[config.mk]
export PLATFORM = sky130hd
export DESIGN_NAME = tlia_arbiter
export DESIGN_NICKNAME = d
export VERILOG_FILES = /design/src/tlia_pkg.sv /design/src/tlia_arbiter.sv
export SDC_FILE = /design/constraint.sdc
export NUM_CORES = 1
export LEC_CHECK = 0
export ABC_CLOCK_PERIOD_IN_PS = 5000
export BUFFER_PORTS_ARGS = -buffer_cell sky130_fd_sc_hd__buf_2
export CELL_PAD_IN_SITES_DETAIL_PLACEMENT = 1
export CELL_PAD_IN_SITES_GLOBAL_PLACEMENT = 2
export CORE_MARGIN = 4
export CORE_UTILIZATION = 33
export CTS_CLUSTER_DIAMETER = 50
export DETAILED_ROUTE_END_ITERATION = 7
export PLACE_DENSITY = 0.77
export RECOVER_POWER = 100
export SLEW_MARGIN = 20
export SYNTH_ARGS = -nofsm -noshare
export SYNTH_HDL_FRONTEND = slang
export SYNTH_SLANG_ARGS = --single-unit
[constraint.sdc]
create_clock -name pclk -period 5 [get_ports pclk]
set_input_delay 1 -clock pclk [delete_from_list [all_inputs] [get_ports pclk]]
set_output_delay 1 -clock pclk [all_outputs]
set_load 0.02 [all_outputs]
[src/tlia_pkg.sv]
// package: register map, field positions, reset values and timing constants of the arbiter
package tlia_pkg;
    // register word indices (printed offsets are not all multiples of four: byte offset is index * 4)
    localparam logic [7:0] IDX_CENTRAL = 8'he6;
    localparam logic [7:0] IDX_EDGE = 8'hf2;
    localparam logic [7:0] IDX_PEND = 8'hf3;
    localparam logic [7:0] IDX_MASK = 8'hf4;
    localparam logic [7:0] IDX_PRIO = 8'hf5;
    localparam logic [7:0] IDX_VECT = 8'hf6;
    localparam logic [7:0] IDX_NEST = 8'hf7;
    localparam logic [7:0] IDX_MODE = 8'hf8;
    localparam logic [7:0] IDX_STAT = 8'hf9;
    // central control fields
    localparam int CC_TIMER_EN = 7;
    localparam int CC_TOP_PEND = 6;
    localparam int CC_TOP_EN = 5;
    localparam int CC_GIE = 4;
    localparam int CC_ARB_MODE = 3;
    // vector control fields and the nest lock bit
    localparam int VC_TOP_EDGE = 3;
    localparam int VC_TOP_SRC = 2;
    localparam int VC_A0_SRC = 1;
    localparam int NEST_LOCK = 7;
    // reset values
    localparam logic [7:0] RST_CENTRAL = 8'h87;
    localparam logic [7:0] RST_EDGE = 8'h00;
    localparam logic [7:0] RST_PEND = 8'h00;
    localparam logic [7:0] RST_MASK = 8'h00;
    localparam logic [7:0] RST_PRIO = 8'hff;
    localparam logic [7:0] RST_VECT = 8'h06;
    localparam logic [7:0] RST_NEST = 8'h00;
    localparam logic [2:0] LVL_LOWEST = 3'h7;
    // arbitration timing in cpu clock cycles
    localparam int SAMPLE_CYCLES = 5;
    localparam int RESOLVE_CYCLES = 6;
    localparam int IMC_BASE = 18;
    localparam int IMC_EXTRA = 2;
    localparam int WAKE_CYCLES = 1;
    localparam logic [4:0] TOP_VECTOR = 5'h00;
    typedef enum logic [2:0] {
        TLIA_IDLE = 3'b000,
        TLIA_RESOLVE = 3'b001,
        TLIA_REQ = 3'b011,
        TLIA_CYCLE = 3'b010,
        TLIA_SERVICE = 3'b110
    } tlia_state_t;
endpackage : tlia_pkg

[src/tlia_arbiter.sv]
// top level and external interrupt arbiter with apb register slave
// How it works
// - top source pin or watchdog, pin edge selectable, watchdog rising
// - selected top event sets top pending
// - maskable top needs pending, enable, global
// - lock set only; then pending alone requests
// - nothing granted during top service routine
// - top entry and return keep global enable
// - pending set by hardware, software sets/clears
// - request needs mask, pending and global enable
// - 3-bit level, 0 highest, 7 never served
// - sample every 5, resolve in 6 cycles
// - abort if no write, else finish first
// - external latency 26 to 48 cycles
// - unmaskable top latency 22 to 48 cycles
// - machine cycle 18, plus 2, plus 2
// - waiting core adds one wake-up cycle
// - top pending clears on acknowledge, software sets
// - global enable: cleared external entry, set external return, ei/di
// - current level updated by hardware in nested mode
// - rising when one; d7 edge kept zero
// - external pending set on edge, cleared on acknowledge
// - external needs mask, pending and global enable
// - pair level lsb fixed even 0, odd 1
`timescale 1ns/1ns
module tlia_arbiter
    import tlia_pkg::*;
(
    input wire logic pclk,
    input wire logic presetn,
    input wire logic psel,
    input wire logic penable,
    input wire logic pwrite,
    input wire logic [11:0] paddr,
    input wire logic [31:0] pwdata,
    output logic [31:0] prdata,
    output logic pready,
    output logic pslverr,
    input wire logic nmi_pin,
    input wire logic wdg_end_count,
    input wire logic [7:0] ext_pin,
    input wire logic irq_sample_clock,
    input wire logic core_write_done,
    input wire logic core_waiting,
    input wire logic stack_in_regfile,
    input wire logic segment_push_enable,
    input wire logic core_ei,
    input wire logic core_di,
    input wire logic core_iret,
    output logic irq_request,
    output logic irq_abort,
    output logic [7:0] irq_vector,
    output logic irq_routine_start,
    output logic timer_enable
);
    logic [7:0] central_ff, edge_ff, pend_ff, mask_ff, prio_ff, vect_ff, nest_ff;
    logic [7:0] nxt_central, nxt_pend, nxt_nest;
    logic [2:0] hold_ff [0:7];
    logic [7:0] depth_ff;
    logic top_prev_ff, clk_prev_ff;
    logic [7:0] ext_prev_ff;
    logic [2:0] samp_ff;
    logic [2:0] res_ff;
    logic [4:0] cyc_ff;
    tlia_state_t state_ff, nxt_state;
    logic win_top_ff;
    logic [2:0] win_ch_ff;
    logic [2:0] win_lvl_ff;
    logic in_top_ff;
    logic [31:0] prdata_ff;
    logic pready_ff, pslverr_ff, req_ff, abort_ff, start_ff;
    logic [7:0] vec_ff;

    wire [9:0] word_idx = paddr[11:2];
    wire acc = psel && penable;
    wire wr = acc && pwrite;
    wire hit_central = word_idx == {2'h0, IDX_CENTRAL};
    wire hit_edge = word_idx == {2'h0, IDX_EDGE};
    wire hit_pend = word_idx == {2'h0, IDX_PEND};
    wire hit_mask = word_idx == {2'h0, IDX_MASK};
    wire hit_prio = word_idx == {2'h0, IDX_PRIO};
    wire hit_vect = word_idx == {2'h0, IDX_VECT};
    wire hit_nest = word_idx == {2'h0, IDX_NEST};
    wire hit_stat = word_idx == {2'h0, IDX_STAT};
    wire mapped = hit_central | hit_edge | hit_pend | hit_mask | hit_prio
        | hit_vect | hit_nest | hit_stat;
    wire [7:0] wd = pwdata[7:0];

    // edges are taken on the slow sample clock enable
    wire samp_en = irq_sample_clock && !clk_prev_ff;
    wire top_src = vect_ff[VC_TOP_SRC] ? nmi_pin : wdg_end_count;
    wire top_rise = top_src && !top_prev_ff;
    wire top_fall = !top_src && top_prev_ff;
    wire top_evt = samp_en && (vect_ff[VC_TOP_SRC]
        ? (vect_ff[VC_TOP_EDGE] ? top_rise : top_fall) : top_rise);
    wire [7:0] ext_src;
    assign ext_src = {ext_pin[7:1], vect_ff[VC_A0_SRC] ? ext_pin[0] : wdg_end_count};
    wire [7:0] ext_evt;
    wire [7:0] ext_req;
    wire [2:0] ch_lvl [0:7];
    genvar g;
    generate
        for (g = 0; g < 8; g++)
        begin : g_ch
            wire e_edge_sel = (g == 7) ? 1'b0 : edge_ff[g];
            assign ext_evt[g] = samp_en && (e_edge_sel
                ? (ext_src[g] && !ext_prev_ff[g]) : (!ext_src[g] && ext_prev_ff[g]));
            assign ext_req[g] = mask_ff[g] && pend_ff[g] && central_ff[CC_GIE];
            assign ch_lvl[g] = {prio_ff[(g/2)*2+1], prio_ff[(g/2)*2], 1'(g % 2)};
        end
    endgenerate

    wire lock = nest_ff[NEST_LOCK];
    wire top_req = central_ff[CC_TOP_PEND] && (lock ||
        (central_ff[CC_TOP_EN] && central_ff[CC_GIE]));

    // priority search: lowest numbered level wins, ties go to the lower channel
    logic best_ok;
    logic [2:0] best_ch, best_lvl;
    always_comb
    begin
        best_ok = 1'b0;
        best_ch = 3'h0;
        best_lvl = LVL_LOWEST;
        for (int i = 0; i < 8; i++)
        begin
            if (ext_req[i] && ch_lvl[i] != LVL_LOWEST && ch_lvl[i] < best_lvl)
            begin
                best_ok = 1'b1;
                best_ch = 3'(i);
                best_lvl = ch_lvl[i];
            end
        end
    end
    wire [2:0] cur_lvl = central_ff[2:0];
    wire grant_ext = best_ok && best_lvl < cur_lvl;
    wire sample_now = samp_ff == 3'(SAMPLE_CYCLES - 1);
    wire [4:0] imc_len = 5'(IMC_BASE - 1)
        + (stack_in_regfile ? 5'(IMC_EXTRA) : 5'h0)
        + (segment_push_enable ? 5'(IMC_EXTRA) : 5'h0);
    wire entering = state_ff == TLIA_REQ;
    wire ack_ext = entering && !win_top_ff;
    wire ack_top = entering && win_top_ff;
    wire ret_top = core_iret && in_top_ff;
    wire ret_ext = core_iret && !in_top_ff && depth_ff != 8'h0;

    always_comb
    begin
        nxt_state = state_ff;
        case (state_ff)
            TLIA_IDLE:
                if (sample_now && !in_top_ff && (top_req || grant_ext))
                    nxt_state = TLIA_RESOLVE;
            TLIA_RESOLVE:
                if (res_ff == 3'(RESOLVE_CYCLES - 1))
                    nxt_state = TLIA_REQ;
            TLIA_REQ:
                if (!core_write_done || core_waiting)
                    nxt_state = TLIA_CYCLE;
            TLIA_CYCLE:
                if (cyc_ff == 5'h0)
                    nxt_state = TLIA_IDLE;
            default:
                nxt_state = TLIA_IDLE;
        endcase
    end

    always_comb
    begin
        nxt_central = central_ff;
        if (wr && hit_central)
            nxt_central = wd;
        if (core_ei)
            nxt_central[CC_GIE] = 1'b1;
        if (core_di)
            nxt_central[CC_GIE] = 1'b0;
        if (ret_ext)
        begin
            nxt_central[CC_GIE] = 1'b1;
            if (central_ff[CC_ARB_MODE])
                nxt_central[2:0] = hold_ff[depth_ff[2:0] - 3'h1];
        end
        if (ack_ext)
        begin
            nxt_central[CC_GIE] = 1'b0;
            if (central_ff[CC_ARB_MODE])
                nxt_central[2:0] = win_lvl_ff;
        end
        if (ack_top)
            nxt_central[CC_TOP_PEND] = 1'b0;
        if (top_evt)
            nxt_central[CC_TOP_PEND] = 1'b1;
    end

    always_comb
    begin
        nxt_pend = pend_ff;
        if (wr && hit_pend)
            nxt_pend = wd;
        if (ack_ext)
            nxt_pend[win_ch_ff] = 1'b0;
        nxt_pend = nxt_pend | ext_evt;
        nxt_nest = nest_ff;
        if (wr && hit_nest)
            nxt_nest = {nest_ff[7] | wd[7], nest_ff[6:0]};
        if (ack_ext && central_ff[CC_ARB_MODE] && cur_lvl != LVL_LOWEST)
            nxt_nest[cur_lvl] = 1'b1;
        if (ret_ext && central_ff[CC_ARB_MODE] && hold_ff[depth_ff[2:0] - 3'h1] != LVL_LOWEST)
            nxt_nest[hold_ff[depth_ff[2:0] - 3'h1]] = 1'b0;
    end

    always_ff @(posedge pclk or negedge presetn)
    begin
        if (!presetn)
        begin
            central_ff <= RST_CENTRAL;
            edge_ff <= RST_EDGE;
            pend_ff <= RST_PEND;
            mask_ff <= RST_MASK;
            prio_ff <= RST_PRIO;
            vect_ff <= RST_VECT;
            nest_ff <= RST_NEST;
        end
        else
        begin
            central_ff <= nxt_central;
            pend_ff <= nxt_pend;
            nest_ff <= nxt_nest;
            if (wr && hit_edge)
                edge_ff <= {1'b0, wd[6:0]};
            if (wr && hit_mask)
                mask_ff <= wd;
            if (wr && hit_prio)
                prio_ff <= wd;
            if (wr && hit_vect)
                vect_ff <= wd;
        end
    end

    always_ff @(posedge pclk or negedge presetn)
    begin
        if (!presetn)
        begin
            top_prev_ff <= 1'b0;
            ext_prev_ff <= 8'h00;
            clk_prev_ff <= 1'b0;
        end
        else
        begin
            clk_prev_ff <= irq_sample_clock;
            if (samp_en)
            begin
                top_prev_ff <= top_src;
                ext_prev_ff <= ext_src;
            end
        end
    end

    // nested save stack of interrupted levels
    always_ff @(posedge pclk or negedge presetn)
    begin
        if (!presetn)
        begin
            depth_ff <= 8'h0;
            for (int i = 0; i < 8; i++)
                hold_ff[i] <= LVL_LOWEST;
        end
        else if (ack_ext)
        begin
            hold_ff[depth_ff[2:0]] <= cur_lvl;
            depth_ff <= depth_ff + 8'h1;
        end
        else if (ret_ext)
            depth_ff <= depth_ff - 8'h1;
    end

    always_ff @(posedge pclk or negedge presetn)
    begin
        if (!presetn)
        begin
            state_ff <= TLIA_IDLE;
            samp_ff <= 3'h0;
            res_ff <= 3'h0;
            cyc_ff <= 5'h0;
            win_top_ff <= 1'b0;
            win_ch_ff <= 3'h0;
            win_lvl_ff <= LVL_LOWEST;
            in_top_ff <= 1'b0;
        end
        else
        begin
            state_ff <= nxt_state;
            samp_ff <= sample_now ? 3'h0 : samp_ff + 3'h1;
            res_ff <= (state_ff == TLIA_RESOLVE) ? res_ff + 3'h1 : 3'h0;
            if (state_ff == TLIA_IDLE && nxt_state == TLIA_RESOLVE)
            begin
                win_top_ff <= top_req;
                win_ch_ff <= best_ch;
                win_lvl_ff <= best_lvl;
            end
            if (entering && nxt_state == TLIA_CYCLE)
                cyc_ff <= imc_len + (core_waiting ? 5'(WAKE_CYCLES) : 5'h0);
            else if (cyc_ff != 5'h0)
                cyc_ff <= cyc_ff - 5'h1;
            if (ack_top)
                in_top_ff <= 1'b1;
            else if (ret_top)
                in_top_ff <= 1'b0;
        end
    end

    // outputs, all registered; apb answers with zero wait states
    wire [7:0] rd_byte = hit_central ? central_ff : hit_edge ? edge_ff : hit_pend ? pend_ff
        : hit_mask ? mask_ff : hit_prio ? prio_ff : hit_vect ? vect_ff : hit_nest ? nest_ff
        : hit_stat ? {in_top_ff, 2'h0, state_ff == TLIA_IDLE, 1'b0, win_lvl_ff} : 8'h00;
    always_ff @(posedge pclk or negedge presetn)
    begin
        if (!presetn)
        begin
            prdata_ff <= 32'h0;
            pready_ff <= 1'b0;
            pslverr_ff <= 1'b0;
            req_ff <= 1'b0;
            abort_ff <= 1'b0;
            start_ff <= 1'b0;
            vec_ff <= 8'h0;
        end
        else
        begin
            pready_ff <= psel && !penable;
            pslverr_ff <= psel && !penable && !mapped;
            prdata_ff <= {24'h0, rd_byte};
            req_ff <= nxt_state == TLIA_REQ || nxt_state == TLIA_CYCLE;
            abort_ff <= entering && !core_write_done;
            start_ff <= state_ff == TLIA_CYCLE && cyc_ff == 5'h0;
            if (ack_top || ack_ext)
                vec_ff <= win_top_ff ? {3'h0, TOP_VECTOR}
                    : {vect_ff[7:4], win_ch_ff, 1'b0};
        end
    end
    assign prdata = prdata_ff;
    assign pready = pready_ff;
    assign pslverr = pslverr_ff;
    assign irq_request = req_ff;
    assign irq_abort = abort_ff;
    assign irq_vector = vec_ff;
    assign irq_routine_start = start_ff;
    assign timer_enable = central_ff[CC_TIMER_EN];
endmodule : tlia_arbiter

==> metrics.txt, run 1 <==
# TYPE chip_impl_metric gauge
chip_impl_info{name="status",value="finished, violations left"} 1
chip_impl_info{name="violated_checks",value="capacitance limit, slew limit"} 1
chip_impl_metric{name="syn-instance-count",unit=""} 731
chip_impl_metric{name="wire_length_of_the_first_global_routing_pass",unit="um"} 35100
chip_impl_metric{name="buffers_added_on_ports",unit=""} 61
chip_impl_info{name="path_class",value="reg -> reg"} 1
chip_impl_metric{name="grt_antenna_before_repair",unit=""} 0
chip_impl_info{name="setup.worst_path.end_class",value="flip-flop"} 1
chip_impl_metric{name="grt.overflow.total",unit=""} 0
chip_impl_metric{name="drt_iter0_drc",unit=""} 290
chip_impl_metric{name="max_freq",unit="MHz"} 205
chip_impl_info{name="regToRegEndpoint",value="win_ch_ff[0]"} 1
chip_impl_metric{name="num-nets-final",unit=""} 906
chip_impl_info{name="yosys.area.top_type",value="dfrtp_1"} 1
chip_impl_metric{name="stdcell_count",unit=""} 1119
chip_impl_info{name="rr_startpoint",value="prio_ff[0]"} 1
chip_impl_metric{name="n_fill_cell",unit=""} 2558
chip_impl_metric{name="number_of_enable_flip_flop_cells_after_synthesis",unit=""} 0
chip_impl_info{name="synth.top_cells.by_count",value="98 x dfrtp_1, 72 x nand2_1, 67 x nor2_1"} 1
chip_impl_metric{name="timing.hold.ws",unit="ps"} 455
chip_impl_metric{name="max_slew.worst_pin.slew",unit="ps"} 4010
chip_impl_metric{name="place.detailed.hpwl",unit="um"} 16100
chip_impl_metric{name="place_congestion",unit=""} 0.852
chip_impl_metric{name="cts_sinks",unit=""} 139
chip_impl_info{name="cp_cell_sequence",value="nand2b_4 > maj3_2 > a211o_1 > buf_4 > a21oi_4 > nor3_4 > buf_4 > nor2_2 > a221oi_4 > buf_6 > a21oi_4 > ha_4 > o31ai_4 > nor2_1 > a211o_1 > a21oi_2 > mux2i_2 > ha_1 > a21oi_2 > o21ai_2 > a31oi_2 > o31a_1 > buf_6 > mux2_4"} 1
chip_impl_metric{name="coreArea",unit="um^2"} 22700
chip_impl_metric{name="maxSlewViolCount",unit=""} 70
chip_impl_metric{name="initial_core_util",unit=""} 0.337
chip_impl_info{name="min_from",value="samp_ff[0]"} 1
chip_impl_info{name="worst_hold_path_ep",value="samp_ff[0]"} 1
chip_impl_metric{name="timing.max_cap.violations",unit=""} 1
chip_impl_metric{name="postRouteWirelength",unit="um"} 22000
chip_impl_metric{name="htree_levels",unit=""} 4
chip_impl_metric{name="ant_nets",unit=""} 0
chip_impl_metric{name="maximum_clock_path_buffer_count",unit=""} 2
chip_impl_info{name="synth.most_common_cell",value="dfrtp_1"} 1
chip_impl_metric{name="worst_skew_pair_latency",unit="ps"} 430
chip_impl_metric{name="drt_first_pass_iters",unit=""} 4
chip_impl_metric{name="placementRows",unit=""} 55
chip_impl_metric{name="global_route.usage.total",unit=""} 0.174
chip_impl_metric{name="max_slew_margin",unit=""} -1.67
chip_impl_metric{name="chip_height",unit="um"} 160
chip_impl_metric{name="postSynthRegisterBits",unit=""} 139
chip_impl_metric{name="timing.final.crit_share",unit=""} 0.978
chip_impl_metric{name="critical_path_peak_fanout",unit=""} 4
chip_impl_metric{name="synthArstFlopShare",unit=""} 1.00
chip_impl_metric{name="yosysTopAreaCellShare",unit=""} 0.321
chip_impl_metric{name="crit_path_max_incr_delay",unit="ps"} 550
chip_impl_info{name="root_buffer",value="clkbuf_16"} 1
chip_impl_metric{name="p_per_area",unit="nW/um^2"} 347
chip_impl_metric{name="vias",unit=""} 5837
chip_impl_metric{name="reg2regPathDepth",unit=""} 24
chip_impl_metric{name="fin_worst_skew",unit="ps"} 9.44
chip_impl_metric{name="post_route_cells_drive_above_1_share",unit=""} 0.301
chip_impl_info{name="rsz_0062_raised_after_global_routing",value="yes"} 1
chip_impl_metric{name="dieWidth",unit="um"} 160
chip_impl_metric{name="timing.final.crit_period",unit="ps"} 4890
chip_impl_metric{name="ir_drop_worst_vdd",unit="mV"} 0.264
chip_impl_metric{name="top_level_ports",unit=""} 113
chip_impl_metric{name="avgRoutedWirePerCell",unit="um"} 19.7
chip_impl_metric{name="cts_made_buffers",unit=""} 17
chip_impl_metric{name="area_growth",unit="%"} 18.1
chip_impl_metric{name="synth.distinct_cells",unit=""} 75
chip_impl_metric{name="synth_area_per_cell",unit="um^2"} 10.5
chip_impl_info{name="worst_setup_path_start_kind",value="flip-flop"} 1
chip_impl_metric{name="die_area",unit="um^2"} 25700
chip_impl_metric{name="finalSetupViolCount",unit=""} 0
chip_impl_metric{name="synth_area",unit="um^2"} 7640
chip_impl_metric{name="place.detailed.instances",unit=""} 1073
chip_impl_metric{name="path_clk_slew",unit="ps"} 60
chip_impl_metric{name="total_leakage_power",unit="nW"} 3.88
chip_impl_metric{name="endpoints_failing_hold",unit=""} 0
chip_impl_info{name="cts_tree",value="yes"} 1
chip_impl_metric{name="grt_max_degree",unit=""} 70
chip_impl_metric{name="synth-warning-count",unit=""} 0
chip_impl_info{name="hold_class",value="reg -> reg"} 1
chip_impl_metric{name="hold_path_depth",unit=""} 1
chip_impl_metric{name="drc",unit=""} 0
chip_impl_metric{name="timing.critical_path.arrival",unit="ps"} 5200
chip_impl_metric{name="ff2ff_setup_slack",unit="ps"} 110
chip_impl_metric{name="routed_via_density",unit=""} 5.22
chip_impl_metric{name="synth.yosys.seq_area_share",unit=""} 0.462
chip_impl_metric{name="finish.utilization",unit=""} 0.397
chip_impl_metric{name="cts_hold_repair.buffers",unit=""} 0
chip_impl_metric{name="grt_pass1_vias",unit=""} 6208
chip_impl_metric{name="critPathRequiredTime",unit="ps"} 5310
chip_impl_metric{name="insertedDiodeCount",unit=""} 0
chip_impl_info{name="synth_flop_cell",value="dfrtp_1"} 1
chip_impl_info{name="synth.area.top_cells",value="dfrtp_1 32%, dfstp_2 14%, mux2_2 9.1%"} 1
chip_impl_info{name="cp_slowest_cell",value="dfstp_2"} 1
## where the power goes
group	internal, mW	total, mW	switching (mW)
logic	0.242	0.527	0.285
clock network	0.747	1.28	0.537
registers	1.20	1.32	0.113
total	2.19	3.13	0.935
## sequential cells by signal, indices dropped and copies added (netlist names), 3 cells and up
register,cells
nest_ff,8
win_ch_ff,3
prio_ff,8
state_ff,3
mask_ff,8
irq_vector,7
cyc_ff,5
ext_prev_ff,8
edge_ff,7
pend_ff,8
vect_ff,8
hold_ff,24
prdata,8
depth_ff,8
win_lvl_ff,3
central_ff,8
samp_ff,3
res_ff,3
## cells in the final DEF, fill, tap and decap left out, types with 8 or more instances in the layout
master	Yosys	final
a21oi_1	44	40
buf_2	0	37
buf_4	26	29
clkbuf_1	19	27
clkbuf_16	0	17
conb_1	1	26
dfrtp_1	98	98
dfstp_2	41	41
ha_1	16	15
inv_1	27	26
mux2_2	62	59
mux2i_1	24	23
mux4_2	9	9
nand2_1	72	72
nand3_1	11	10
nor2_1	67	64
nor2b_1	8	8
nor3_1	13	13
o21ai_0	45	43
o22ai_1	10	10
xnor2_1	10	10
## metal layers
| layer | GRT usage | vias up | wire [um] |
|---|---|---|---|
| met5 | 0 | - | 0 |
| met4 | 0.0548 | 0 | 425 |
| met3 | 0.0294 | 28 | 669 |
| met2 | 0.290 | 91 | 10900 |
| met1 | 0.232 | 2963 | 9980 |
| li1 | - | 2755 | - |
## stage by stage
step / total power, mW / setup TNS (ps) / instance area (um^2) / worst slack, ps
2_1_floorplan: 1.71 / 0 / 7740 / 168
3_3_place_gp: 1.85 / 0 / 8250 / 17.7
3_5_place_dp: 1.86 / -453 / 8250 / -119
4_1_cts: 3.16 / 0 / 8920 / 7.54
5_1_grt: 3.30 / -648 / 9020 / -116
6_report: 3.13 / 0 / 9020 / 111
## cell families after synthesis
family | Yosys count | synth area share
adders and majority gates | 20 | 0.0344
DFF | 139 | 0.462
buffers and inverters | 76 | 0.0534
muxes | 102 | 0.162
xor gates and xnor gates | 12 | 0.0138
and+or+nand+nor | 228 | 0.144
other | 1 | 0.000491
AOI/OAI and AO/OA | 153 | 0.130
## how the worst max path moves through the flow
stage | to | cells after the start | slack [ps] | from
2_1_floorplan | win_ch_ff[0] | 22 | 170 | prio_ff[0]
3_3_place_gp | win_ch_ff[1] | 22 | 20 | prio_ff[2]
3_5_place_dp | win_ch_ff[2] | 22 | -120 | prio_ff[2]
4_1_cts | win_ch_ff[0] | 23 | 8 | prio_ff[0]
5_1_grt | win_ch_ff[0] | 23 | -120 | prio_ff[2]
6_report | win_ch_ff[0] | 24 | 110 | prio_ff[0]
## critical path: cells and delay by family (launching register included)
family                     cells  cell delay [ps]
buffers and inverters          4              580
muxes                          2              560
AOI/OAI and AO/OA             11             1900
DFF                            1              550
and+or+nand+nor                4              300
adders and majority gates      3              860
## area by class of cell
type,count,area [um^2],area share
clock inverter,14,160,0.0177
multi-input combinational,541,3920,0.434
sequential,139,3530,0.391
inverter,27,101,0.0112
timing repair buffer,95,531,0.0588
clock buffer,18,429,0.0476
tap,285,357,0.0395
## repair_timing
| item | CTS | global route |
|---|---|---|
| hold endpoints to repair | 0 | 0 |
| pin swaps | 5 | 18 |
| gates resized for setup | 6 | 21 |
| setup buffers | 7 | 7 |
| endpoints found under the setup margin | 5 | 8 |
Note: power is estimated with default switching activity, not from simulation.
==> run 2: changes to the inputs <==
RECOVER_POWER = not set   (was 100)
==> run 2 against run 1 <==
The flow now finishes without violations. Critical path depth unchanged. Core utilization increased by 0.19 points. Design area grew 0.49%. Setup slack improved by 7.5 ps. Hold slack gained 1.0 ps. Sequential power barely moved.
==> metrics.txt, run 2 (synthesis results as in run 1) <==
# TYPE chip_impl_metric gauge
chip_impl_metric{name="gr-usage-met3",unit=""} 0.0294
chip_impl_metric{name="drt_iter0_drc",unit=""} 253
chip_impl_metric{name="critPathRequiredTime",unit="ps"} 5310
chip_impl_metric{name="chip_height",unit="um"} 160
chip_impl_metric{name="clock_power_share",unit=""} 0.410
chip_impl_metric{name="grt.overflow.total",unit=""} 0
chip_impl_metric{name="total_leakage_power",unit="nW"} 4.00
chip_impl_metric{name="coreArea",unit="um^2"} 22700
chip_impl_metric{name="post_route_cells_drive_above_1_share",unit=""} 0.336
chip_impl_metric{name="finalSetupTns",unit="ps"} 0
chip_impl_info{name="worst_setup_path_start_kind",value="flip-flop"} 1
chip_impl_metric{name="wire_length_of_the_first_global_routing_pass",unit="um"} 35100
chip_impl_metric{name="area_growth",unit="%"} 18.6
chip_impl_metric{name="place.detailed.instances",unit=""} 1073
chip_impl_metric{name="timing.max_cap.violations",unit=""} 0
chip_impl_info{name="hold_class",value="reg -> reg"} 1
chip_impl_metric{name="critical_path_peak_fanout",unit=""} 4
chip_impl_info{name="crit_end",value="win_ch_ff[0]"} 1
chip_impl_metric{name="place_congestion",unit=""} 0.852
chip_impl_metric{name="htree_levels",unit=""} 4
chip_impl_metric{name="avgRoutedWirePerCell",unit="um"} 19.7
chip_impl_info{name="root_buffer",value="clkbuf_16"} 1
chip_impl_metric{name="crit_path_buf_inv_count",unit=""} 4
chip_impl_metric{name="timing.critical_path.arrival",unit="ps"} 5190
chip_impl_metric{name="placementRows",unit=""} 55
chip_impl_info{name="critical-path-top-delay-family",value="compound AO/OA/AOI/OAI gates"} 1
chip_impl_metric{name="buffers_added_on_ports",unit=""} 61
chip_impl_metric{name="die_area",unit="um^2"} 25700
chip_impl_metric{name="hold_path_depth",unit=""} 1
chip_impl_metric{name="total_switching_power",unit="mW"} 0.935
chip_impl_metric{name="timing.final.crit_share",unit=""} 0.976
chip_impl_metric{name="max_slew_margin",unit=""} 0.338
chip_impl_metric{name="worst_skew_pair_latency",unit="ps"} 430
chip_impl_metric{name="vias",unit=""} 5814
chip_impl_info{name="mostFrequentLayoutCell",value="dfrtp_1"} 1
chip_impl_metric{name="critical_path_cell_count",unit=""} 24
chip_impl_metric{name="finalPower",unit="mW"} 3.13
chip_impl_metric{name="cts_sinks",unit=""} 139
chip_impl_info{name="cp_slowest_cell",value="dfstp_2"} 1
chip_impl_metric{name="num-nets-final",unit=""} 906
chip_impl_metric{name="finish.utilization",unit=""} 0.399
chip_impl_metric{name="ir_drop_worst_vdd",unit="mV"} 0.264
chip_impl_metric{name="max_slew.worst_pin.slew",unit="ps"} 990
chip_impl_metric{name="reg2regPathDepth",unit=""} 24
chip_impl_metric{name="postRouteWirelength",unit="um"} 22000
chip_impl_metric{name="fin_worst_skew",unit="ps"} 9.85
chip_impl_metric{name="cts_made_buffers",unit=""} 17
chip_impl_info{name="setup.worst_path.end_class",value="flip-flop"} 1
chip_impl_info{name="rsz_0062_raised_after_global_routing",value="yes"} 1
chip_impl_metric{name="crit_path_max_incr_delay",unit="ps"} 550
chip_impl_metric{name="maximum_clock_path_buffer_count",unit=""} 2
chip_impl_info{name="globalRoute.busiestLayer",value="met2"} 1
chip_impl_info{name="path_class",value="reg -> reg"} 1
chip_impl_metric{name="top_level_ports",unit=""} 113
chip_impl_metric{name="stdcell_count",unit=""} 1119
chip_impl_metric{name="grt_max_degree",unit=""} 70
chip_impl_metric{name="grt_antenna_before_repair",unit=""} 0
chip_impl_metric{name="finalSetupViolCount",unit=""} 0
chip_impl_metric{name="ant_nets",unit=""} 0
chip_impl_metric{name="p_per_area",unit="nW/um^2"} 345
chip_impl_metric{name="max_freq",unit="MHz"} 205
chip_impl_metric{name="place.detailed.hpwl",unit="um"} 16100
chip_impl_info{name="most_frequent_cells_in_the_layout",value="98 x dfrtp_1, 72 x nand2_1, 64 x nor2_1, 62 x mux2_2, 60 x buf_2"} 1
chip_impl_metric{name="endpoints_failing_hold",unit=""} 0
chip_impl_metric{name="timing.final.crit_period",unit="ps"} 4880
chip_impl_metric{name="path_clk_slew",unit="ps"} 60
chip_impl_info{name="cts_tree",value="yes"} 1
chip_impl_metric{name="n_fill_cell",unit=""} 2547
chip_impl_metric{name="global_route.usage.total",unit=""} 0.174
chip_impl_metric{name="flip_flop_count_of_the_largest_register_after_layout",unit=""} 24
chip_impl_info{name="regMostFlops",value="hold_ff"} 1
chip_impl_metric{name="drt_first_pass_iters",unit=""} 4
chip_impl_metric{name="grt_pass1_vias",unit=""} 6208
chip_impl_metric{name="grtUsageMet1",unit=""} 0.232
chip_impl_metric{name="cell_internal_pwr",unit="mW"} 2.20
chip_impl_metric{name="place_ws",unit="ps"} -119
chip_impl_metric{name="power.switching_fraction",unit=""} 0.299
chip_impl_metric{name="gr-usage-met2",unit=""} 0.290
chip_impl_metric{name="initial_core_util",unit=""} 0.337
chip_impl_metric{name="summed_area_of_non_filler_cells_in_the_final_layout",unit="um^2"} 9070
chip_impl_metric{name="final_critical_path_setup_slack",unit="ps"} 118
chip_impl_metric{name="dieWidth",unit="um"} 160
chip_impl_metric{name="drc",unit=""} 0
chip_impl_metric{name="insertedDiodeCount",unit=""} 0
chip_impl_metric{name="placedInstanceArea",unit="um^2"} 8250
chip_impl_metric{name="power.combinational.fraction",unit=""} 0.169
chip_impl_info{name="rr_startpoint",value="prio_ff[0]"} 1
chip_impl_metric{name="timing.hold.ws",unit="ps"} 456
chip_impl_info{name="regToRegEndpoint",value="win_ch_ff[0]"} 1
chip_impl_metric{name="routed_via_density",unit=""} 5.20
chip_impl_metric{name="ff2ff_setup_slack",unit="ps"} 120
chip_impl_metric{name="maxSlewViolCount",unit=""} 0
chip_impl_info{name="startpoint",value="prio_ff[0]"} 1
chip_impl_metric{name="seq_power_share",unit=""} 0.421
chip_impl_info{name="cp_cell_sequence",value="nand2b_4 > maj3_2 > a211o_1 > buf_4 > a21oi_4 > nor3_4 > buf_4 > nor2_2 > a221oi_4 > buf_6 > a21oi_4 > ha_4 > o31ai_4 > nor2_1 > a211o_1 > a21oi_2 > mux2i_2 > ha_1 > a21oi_2 > o21ai_2 > a31oi_2 > o31a_1 > buf_6 > mux2_4"} 1
chip_impl_info{name="status",value="complete, no violations"} 1
run 2: changes by cell type in the layout (fill, tap and decap cells not counted), moves of 3 or more:
cell	previous run	this run
and2_1	2	7
mux2_1	4	1
buf_2	37	60
and2_0	5	0
buf_4	29	32
clkbuf_1	27	1
mux2_2	59	62
run 2: worst min path at each step:
stage / to / from
global route: res_ff[0] / res_ff[0]
detailed placement: samp_ff[0] / samp_ff[0]
floorplan: samp_ff[0] / samp_ff[0]
CTS: samp_ff[0] / samp_ff[0]
finish: samp_ff[0] / samp_ff[0]
global placement: samp_ff[0] / samp_ff[0]
run 2: metal layers:
metal	vias up	share of wire
met4	0	0.019
met2	89	0.49
met5	-	0
met3	27	0.035
met1	2942	0.45
li1	2756	-
run 2: cell type report:
type / instances / area [um^2] / area share
Multi-Input combinational cell: 541 / 3920 / 0.432
Sequential cell: 139 / 3530 / 0.389
Timing Repair Buffer: 95 / 574 / 0.0633
Clock buffer: 18 / 429 / 0.0473
Tap cell: 285 / 357 / 0.0393
Clock inverter: 14 / 160 / 0.0177
Inverter: 27 / 101 / 0.0112
run 2: power by group through the flow:
| stage | combinational (mW) | clock, mW | sequential, mW |
|---|---|---|---|
| after floorplan | 0.436 | 0 | 1.28 |
| after global placement | 0.513 | 0 | 1.33 |
| after detailed placement | 0.527 | 0 | 1.33 |
| after CTS | 0.535 | 1.31 | 1.32 |
| after global routing | 0.605 | 1.36 | 1.33 |
| final | 0.529 | 1.28 | 1.32 |
run 2: timing repair:
| action | in CTS | in global routing |
|---|---|---|
| hold endpoints to repair | 0 | 0 |
| pin swaps | 5 | 18 |
| gates resized for setup | 6 | 21 |
| hold buffers | 0 | 0 |
| setup endpoints to repair | 5 | 8 |
| setup buffers | 7 | 7 |
| gates cloned | 0 | 0 |
